File: config.mk
export PLATFORM = sky130hd
export DESIGN_NAME = terminal_router
export DESIGN_NICKNAME = d
export VERILOG_FILES = /design/src/logic/terminal_router_pkg.sv /design/src/logic/terminal_router.sv
export VERILOG_INCLUDE_DIRS = /design/src /design/src/logic
export SDC_FILE = /design/constraint.sdc
export NUM_CORES = 1
export LEC_CHECK = 0
export ABC_CLOCK_PERIOD_IN_PS = 8100
export BUFFER_PORTS_ARGS = -buffer_cell sky130_fd_sc_hd__clkbuf_2
export CORE_ASPECT_RATIO = 0.5
export CORE_MARGIN = 4
export CORE_UTILIZATION = 50
export DETAILED_ROUTE_END_ITERATION = 7
export PLACE_DENSITY_LB_ADDON = 0.1
export SYNTH_ARGS = -nofsm -noshare
export SYNTH_HDL_FRONTEND = slang
export SYNTH_SLANG_ARGS = --single-unit
File: constraint.sdc
create_clock -name clk_in -period 8.1 [get_ports clk_in]
set_input_delay 0 -clock clk_in [delete_from_list [all_inputs] [get_ports clk_in]]
set_output_delay 0 -clock clk_in [all_outputs]
set_load 0.02 [all_outputs]
File: src/logic/terminal_router_regs.svh
// register offsets, reset values, field positions and route codes
// assumes byte offsets into the function's configuration space
`ifndef TERMINAL_ROUTER_REGS_SVH
`define TERMINAL_ROUTER_REGS_SVH
`define ROUTE_SEL_OFFSET 8'h8C
`define ROUTE_SEL_RESET 28'h000_0000
`define ROUTE_SEL_RO_MSB 31
`define ROUTE_SEL_RO_LSB 28
`define ROUTE_FIELD_W 4
`define ROUTE_PIN_COUNT 7
`define SYNC_W 9
`define SUPPLY0_BIT 7
`define SUPPLY1_BIT 8
`define CODE_GPI 4'h0
`define CODE_GPO 4'h1
`define CODE_LOW_OR_INTA 4'h2
`define CODE_VIDEO_STAT 4'h6
`define CODE_VIDEO_SEL 4'h7
`define CODE_AUDIO_PWM 4'h8
`define CODE_LED_OR_RING 4'hC
`define CODE_LED_P4 4'hD
`define CODE_EVENT 4'hE
`define CODE_LAST 4'hF
`endif

File: src/logic/terminal_router_pkg.sv
// types shared by the terminal router
// assumes terminal_router_regs.svh is on the include path
package terminal_router_pkg;
    typedef struct packed
    {
        logic [15:0] irq;
        logic inta;
        logic gp_output_zero;
        logic gp_output_one;
        logic gp_output_three;
        logic bus_lock;
        logic card_audio_pwm;
        logic socket_activity_led;
        logic general_purpose_event;
        logic video_port_status;
        logic video_port_select0;
        logic low_power_state_flag;
        logic ring_indicate_out;
        logic diag_test;
    } src_s;
    typedef struct packed
    {
        logic oe;
        logic val;
    } pin_drv_s;
    typedef struct packed
    {
        logic [7:0] addr;
        logic [3:0] byte_en;
        logic wr;
        logic rd;
        logic [31:0] wdata;
    } cfg_req_s;
endpackage

File: src/logic/terminal_router.sv
// multifunction terminal router: routing register and per-terminal selection
// assumes a config-space port on clk_in, sources and loader on the same clock
// Behaviour
// - after reset terminals zero to two, four and five are general inputs, three and six undriven, all fields zero
// - routing register may be loaded from serial eeprom instead of default
// - bits 31 to 28 read zero and ignore writes
// - terminal six field 27:24, zero reserved, 1000-1111 select irq 8-15
// - terminal five field 23:20 codes: input four, pwm, irq, led, test, event
// - terminal four field 19:16 codes: gpio three, lock, irq, video, pwm, ring, led, event
// - both supply straps high: terminal four is scl, terminal one sda
// - terminal three field 15:12, same mapping as terminal six
// - terminal two field 11:8 codes: input two, pwm, irq, ring, flag, event, irq7
// - terminal one field 7:4 codes: gpio one, flag, irq, video, pwm, led, event
// - terminal zero as terminal one but gpio zero and inta on 0010
// - ring indicate routes to terminal two or four only when enabled
`include "terminal_router_regs.svh"
module terminal_router
(
    input wire logic clk_in,
    input wire logic rst_in,
    input terminal_router_pkg::cfg_req_s cfg_req_in,
    output logic [31:0] cfg_rdata_out,
    input wire logic eeprom_load_valid_in,
    input wire logic [31:0] eeprom_load_data_in,
    input terminal_router_pkg::src_s internal_src_in,
    input wire logic ring_output_enable_in,
    input wire logic socket_supply_ctl0_in,
    input wire logic socket_supply_ctl1_in,
    input wire logic eeprom_scl_in,
    input wire logic eeprom_sda_drive_low_in,
    output logic eeprom_sda_sense_out,
    output logic serial_mode_out,
    input wire logic [6:0] multi_pin_in,
    output logic [6:0] multi_pin_out,
    output logic [6:0] multi_pin_oe_out,
    output logic [4:0] gp_input_out
);
    import terminal_router_pkg::*;

    typedef struct packed
    {
        logic [27:0] route;
        logic [`SYNC_W-1:0] s1;
        logic [`SYNC_W-1:0] s2;
        logic [`SYNC_W-1:0] s3;
        logic [`SYNC_W-1:0] filt;
        logic [6:0] pin_out;
        logic [6:0] pin_oe;
        logic [4:0] gp_in;
        logic [31:0] rdata;
        logic sda_sense;
        logic serial;
    } state_s;

    state_s st;
    state_s next_st;
    pin_drv_s drv [`ROUTE_PIN_COUNT];

    ////////////////////////////////////////////////////////////////////////
    // per-terminal selection
    function automatic pin_drv_s route_pin(input int pin, input logic [3:0] code, input src_s s,
                                           input logic ri_en);
        pin_drv_s d;
        d = '{oe: 1'b0, val: 1'b0};
        if (pin == 3 || pin == 6)
        begin
            if (code[3])
                d = '{oe: 1'b1, val: s.irq[code]};
        end
        else
        begin
            case (code)
                `CODE_GPI: d = '{oe: 1'b0, val: 1'b0};
                `CODE_GPO:
                begin
                    if (pin == 0)
                        d = '{oe: 1'b1, val: s.gp_output_zero};
                    else if (pin == 1)
                        d = '{oe: 1'b1, val: s.gp_output_one};
                    else if (pin == 4)
                        d = '{oe: 1'b1, val: s.gp_output_three};
                end
                `CODE_LOW_OR_INTA:
                begin
                    if (pin == 0)
                        d = '{oe: 1'b1, val: s.inta};
                    else if (pin == 1)
                        d = '{oe: 1'b1, val: s.low_power_state_flag};
                    else if (pin == 4)
                        d = '{oe: 1'b1, val: s.bus_lock};
                end
                4'h3: if (pin < 2) d = '{oe: 1'b1, val: s.irq[3]};
                4'h4, 4'h5: if (pin < 2 || pin == 4) d = '{oe: 1'b1, val: s.irq[code]};
                `CODE_VIDEO_STAT: if (pin < 2 || pin == 4) d = '{oe: 1'b1, val: s.video_port_status};
                `CODE_VIDEO_SEL: if (pin < 2) d = '{oe: 1'b1, val: s.video_port_select0};
                `CODE_AUDIO_PWM: d = '{oe: 1'b1, val: s.card_audio_pwm};
                4'h9, 4'hA: d = '{oe: 1'b1, val: s.irq[code]};
                4'hB: if (pin != 4) d = '{oe: 1'b1, val: s.irq[11]};
                `CODE_LED_OR_RING:
                begin
                    if (pin == 2 || pin == 4)
                    begin
                        if (ri_en)
                            d = '{oe: 1'b1, val: s.ring_indicate_out};
                    end
                    else
                        d = '{oe: 1'b1, val: s.socket_activity_led};
                end
                `CODE_LED_P4:
                begin
                    if (pin == 4)
                        d = '{oe: 1'b1, val: s.socket_activity_led};
                    else if (pin == 5)
                        d = '{oe: 1'b1, val: s.diag_test};
                    else if (pin == 2)
                        d = '{oe: 1'b1, val: s.low_power_state_flag};
                    else
                        d = '{oe: 1'b1, val: s.irq[13]};
                end
                `CODE_EVENT: d = '{oe: 1'b1, val: s.general_purpose_event};
                `CODE_LAST:
                begin
                    if (pin == 2)
                        d = '{oe: 1'b1, val: s.irq[7]};
                    else if (pin != 4)
                        d = '{oe: 1'b1, val: s.irq[15]};
                end
                default: d = '{oe: 1'b0, val: 1'b0};
            endcase
        end
        return d;
    endfunction

    genvar gi;
    generate
        for (gi = 0; gi < `ROUTE_PIN_COUNT; gi++)
        begin : g_pin
            always_comb
            begin
                drv[gi] = route_pin(gi, st.route[gi*`ROUTE_FIELD_W +: `ROUTE_FIELD_W], internal_src_in,
                                    ring_output_enable_in);
            end
        end
    endgenerate

    ////////////////////////////////////////////////////////////////////////
    // next state
    logic [`SYNC_W-1:0] raw;
    logic cfg_hit;
    assign raw = {socket_supply_ctl1_in, socket_supply_ctl0_in, multi_pin_in};
    assign cfg_hit = cfg_req_in.addr == `ROUTE_SEL_OFFSET;

    always_comb
    begin
        next_st = st;
        next_st.s1 = raw;
        next_st.s2 = st.s1;
        next_st.s3 = st.s2;
        for (int i = 0; i < `SYNC_W; i++)
        begin
            if (st.s2[i] == st.s3[i])
                next_st.filt[i] = st.s3[i];
        end
        next_st.serial = st.filt[`SUPPLY0_BIT] & st.filt[`SUPPLY1_BIT];
        if (eeprom_load_valid_in)
            next_st.route = eeprom_load_data_in[27:0];
        if (cfg_req_in.wr && cfg_hit)
        begin
            for (int b = 0; b < 4; b++)
            begin
                if (cfg_req_in.byte_en[b])
                begin
                    if (b == 3)
                        next_st.route[27:24] = cfg_req_in.wdata[27:24];
                    else
                        next_st.route[b*8 +: 8] = cfg_req_in.wdata[b*8 +: 8];
                end
            end
        end
        next_st.rdata = '0;
        if (cfg_req_in.rd && cfg_hit)
            next_st.rdata = {4'h0, st.route};
        for (int p = 0; p < `ROUTE_PIN_COUNT; p++)
        begin
            next_st.pin_oe[p] = drv[p].oe;
            next_st.pin_out[p] = drv[p].val;
        end
        if (st.serial)
        begin
            next_st.pin_oe[4] = 1'b1;
            next_st.pin_out[4] = eeprom_scl_in;
            next_st.pin_oe[1] = eeprom_sda_drive_low_in;
            next_st.pin_out[1] = 1'b0;
        end
        next_st.sda_sense = st.filt[1];
        next_st.gp_in = {st.filt[5], st.filt[4], st.filt[2], st.filt[1], st.filt[0]};
    end

    always_ff @(posedge clk_in or posedge rst_in)
    begin
        if (rst_in)
        begin
            st <= '0;
            st.route <= `ROUTE_SEL_RESET;
        end
        else
            st <= next_st;
    end

    assign cfg_rdata_out = st.rdata;
    assign eeprom_sda_sense_out = st.sda_sense;
    assign serial_mode_out = st.serial;
    assign multi_pin_out = st.pin_out;
    assign multi_pin_oe_out = st.pin_oe;
    assign gp_input_out = st.gp_in;
endmodule // terminal_router

**Word level (Yosys, flattened, before mapping)**

Index checks and enable logic that the tools add are counted.

- Output and inout bits: 53
- Input bits: 122
- Logic and storage cells: 132
- Register bits after elaboration: 115

- Multiplexer cells: 33
- Bitwise logic cells: 1
- Reduce and logical (&&, ||, !) cells: 9
- Equality and inequality tests: 65
- Magnitude comparators: 7

Operator list:

| cell | number |
|---|---|
| equality test 4 bit (second input constant) | 38 |
| 2-to-1 mux 28 bit | 3 |
| case mux 2 bit (13 select lines) | 2 |
| equality test 4 x 3 -> 1 bit (second input constant) | 11 |
| < comparator 4 x 5 -> 1 bit (second input constant) | 7 |
| binary-select mux 1 bit (select 4 bit) | 7 |
| case mux 2 bit (7 select lines) | 2 |
| 2-to-1 mux 8 bit | 3 |
| equality test 4 x 2 -> 1 bit (second input constant) | 5 |
| case mux 2 bit (8 select lines) | 1 |
| equality test 4 x 1 -> 1 bit (second input constant) | 3 |
| OR reduction 4 bit | 3 |
| 2-to-1 mux 1 bit | 11 |
| equality test 8 bit (second input constant) | 1 |
| zero test 4 bit | 2 |
| equality test 1 bit | 7 |
| 2-to-1 mux 2 bit | 3 |
| 2-to-1 mux 4 bit | 1 |
| OR reduction 2 bit | 2 |
| logical AND 1 bit | 2 |
| AND 1 bit | 1 |

**Depth between registers and ports, before layout**

- Depth after elaboration: 4
- Gate-level depth with buffers: 5
- Depth with buffers taken out: 4

**Worst setup path after synthesis**

Ideal clock, no wire load.

- Kind: reg-to-reg
- From: register st[93] (netlist name)
- To: register st, in the netlist multi_pin_out[1]
- Path slack: 6.504 ns
- Cell stages (with the launch flop): 6
- Arrival: 1.465 ns
- Path buffers: 1
- Period minus slack after synthesis: 1.596 ns
- Required time: 7.969 ns
- Library setup time: 0.131 ns
- Cell sequence: dfrtp_1 buf_6 mux4_2 a32oi_1 nor3_1 or3_1

RTL lines:

| element | RTL line | RTL |
|---|---|---|
| start: declaration | terminal_router.sv:55 | `state_s st;` |
| start signal: assignment | terminal_router.sv:207 | `st <= next_st;` |

==> results by group <==
Outcome
  • Status: completed

Route
  • Total Wirelength: 11,400 um
  • # DRC: 0
  • DR iter-0 viols: 295
  • Post-detailed-route count of antenna-violating nets: 0
  • Via-per-instance ratio: 4.97
  • Routed WL per cell: 16.8 um
  • Vias after detailed routing: ~3.4k
  • 1st-pass router iterations: 5

Die
  • Initial Util: 52.8%
  • Die Y-Extent: 76.6 um
  • I/O pin cnt: 175
  • Core box area: slightly below 9000 um2
  • Die ar.: 11,100 um2
  • Row Count: 24
  • DIE WIDTH: 145 um

Timing
  • Fmax: between 500 and 600 MHz
  • Final worst slack: 6.13 ns
  • Final hold vios: 0
  • Fin crit share: between 20% and 30%
  • Max-slew violations: 0
  • Setup violations, final: 0
  • Post-layout min period: 1.97 ns
  • Unrepaired setup endpoints after global routing: no
  • TNS Setup: 0 ns
  • Post-Route Skew: 0.00543 ns
  • Rel. slew slack: a little under a third
  • Worst Tran Pin Value: 1.03 ns

Power and ir drop
  • Power density cells: slightly below 200 nW/um2
  • Peak VDD IR: a little over 100 uV
  • Leakage power: 3.04 nW
  • Total power: 0.00120 W

Finish
  • Diode count: 0
  • # fillers: 652
  • Final net count: 675
  • Area growth from synthesis to final layout: 30.3%
  • Commonest non-fill, non-tap cells in the layout: 156 x clkbuf_2, 104 x dfrtp_1, 67 x dlygate4sd3_1
  • Share of layout cells above drive strength 1: 34.6%
  • Commonest non-fill, non-tap cell in the layout: clkbuf_2

Logic synthesis
  • Syn avg cell area: 12.2 um2
  • Sequential-to-total area share from yosys stat: a little under three fifths
  • Share of flip-flops with an asynchronous set or reset: 100%
  • Synth warn: 0
  • Area of the mapped netlist: 4710 um2
  • EDFF count, synth: 0
  • XOR/XNOR Fraction of Synth Area: 0%
  • Most frequently used flop master after synthesis: dfrtp_1
  • Cells after Synth: 386
  • Flip-flop and latch count after synthesis: roughly 100
  • Post-Synth Adder-Cell Area: under 10%
  • Multiplexer area fraction after synthesis: 15.0%
  • Count of cell types in the netlist: 43
  • Largest family of logic cells by synthesized area: multiplexers
  • Post-Synth Simple-Gate Area: about 12%
  • Post-synthesis compound-gate area fraction: 5.66%

Clock network
  • H-tree levels: 3
  • CTS Sinks: roughly 100
  • Clk Latency, worst-skew pair: 0.35 ns
  • CTS tree: built
  • Post-CTS resize count: 0
  • Post-CTS Setup Bufs: 0
  • Clock root cell: clkbuf_16
  • Total CTS buffers: 9
  • Clk slew on worst S/H paths: 0.07 ns
  • Clock Tree Buf Depth: 2

Setup path
  • Crit start category: input port
  • Critical path data required time: 8.33 ns
  • R2R Path Start: st[93]$_DFF_PP0_
  • Data arrival, critical path: roughly 2.2 ns
  • CP Capture Type: flop
  • R2R depth: 4
  • Critical path launch point: cfg_req_in[43]
  • R2R setup slack: 6.28 ns
  • FF-to-FF End: multi_pin_out[1]$_DFF_PP0_
  • Crit-path max FO: 16
  • WS Path Type: in -> reg

Run
  • Max-Cap Viols: 0

Hold path
  • Min-Delay Startpoint: internal_src_in[12]
  • Hold Path End: multi_pin_out[0]$_DFF_PP0_
  • Hold WC Path Type: in -> reg
  • Hold Crit Depth: 4

GRT
  • Congestion Overflow GR: 0
  • Antenna violations before repair: 0
  • Largest net degree at the start of global routing: 58
  • Wire length of the first global-routing pass: 18,400 um
  • GR Util All Layers: 21.1%
  • Number of global-route vias before repair: 3,469

Place
  • Final Wtd Congestion: 0.761
  • PortBufs: 156
  • Detailed Place HPWL: 7670 um
  • Placement Setup Slack: about 6.3 ns
-- cells in the mapped netlist (all sizes together) (2+ instances only) --
cell type	n	share of area, %
a21oi	33	3.5
a31oi	2	0.27
and2	31	4.1
buf	59	9.3
clkbuf	12	0.96
dfrtp	104	55
inv	2	0.16
maj3	7	1.5
mux2	5	1.2
mux2i	35	7.4
mux4	13	6.4
nand2	10	0.80
nand3b	5	0.80
nand4	4	0.53
nand4b	2	0.37
nor2	36	2.9
nor2b	3	0.40
nor3b	3	0.48
-- worst max-delay path by stage --
| stage | depth (start not counted) | endpoint |
|---|---|---|
| 3_5_place_dp | 4 | multi_pin_out[1]$_DFF_PP0_ |
| 2_1_floorplan | 1 | cfg_rdata_out[0]$_DFF_PP0_ |
| 4_1_cts | 6 | st[92]$_DFF_PP0_ |
| 3_3_place_gp | 4 | multi_pin_out[1]$_DFF_PP0_ |
| 5_1_grt | 6 | st[92]$_DFF_PP0_ |
| 6_report | 6 | st[92]$_DFF_PP0_ |
-- cell type report --
class | count | area [um2] | share of cell area, %
Inverter | 2 | 10.0 | 0.163
Clock inverter | 6 | 50.0 | 0.816
Tap cell | 117 | 146 | 2.39
Timing Repair Buffer | 224 | 1460 | 23.8
Sequential cell | 104 | 2600 | 42.4
Clock buffer | 10 | 239 | 3.90
Multi-Input combinational cell | 212 | 1630 | 26.5
-- state kept, by name, indices dropped and copies added (netlist names) --
| signal | flops |
|---|---|
| cfg_rdata_out | 28 |
| gp_input_out | 5 |
| multi_pin_oe_out | 7 |
| multi_pin_out | 7 |
| next_st | 19 |
| serial_mode_out | 1 |
| st | 37 |
-- report_power, final --
group / switching [W] / internal (W) / leakage, nW
sequential: 0.0000370 / 0.000555 / 1.28
combinational: 0.0000817 / 0.000106 / 1.62
clock: 0.000199 / 0.000221 / 0.141
-- layer usage --
layer  vias up  share of wire, %  global-route usage, %
met5         -                 0                      0
met4         0              0.60                   4.36
met3        10               5.9                   6.54
met2       106                47                   34.3
met1      1627                46                   28.3
li1       1612                 -                      -
-- cells by family after synthesis --
family / after synthesis
buf+inv: 73
simple gates: 102
flops: 104
fa+ha+maj: 7
compound gates: 46
other cells: 1
mux: 53
-- per-stage QoR --
stage	hold slack [ns]	instance area [um2]	util (%)	cells
3_3_place_gp	0.0989	5170	58.0	592
6_report	0.0910	6130	68.8	675
4_1_cts	0.0739	6130	68.8	675
3_5_place_dp	0.106	5170	58.0	592
2_1_floorplan	0.0314	4720	-	389
5_1_grt	0.148	6130	68.8	675
-- worst max-delay path, cell delays in order --
cell and delay, ns:
clkbuf_2 0.10, nor4b_4 0.37, nand4_1 0.69, nor2_1 0.37, a21oi_1 0.07, dlygate4sd3_1 0.59
-- what timing repair did --
action / in CTS / in global routing
hold endpoints to repair: 85 / 0
setup endpoints to repair: 0 / 0
hold buffers: 67 / 0
(Power assumes the default switching activity.)
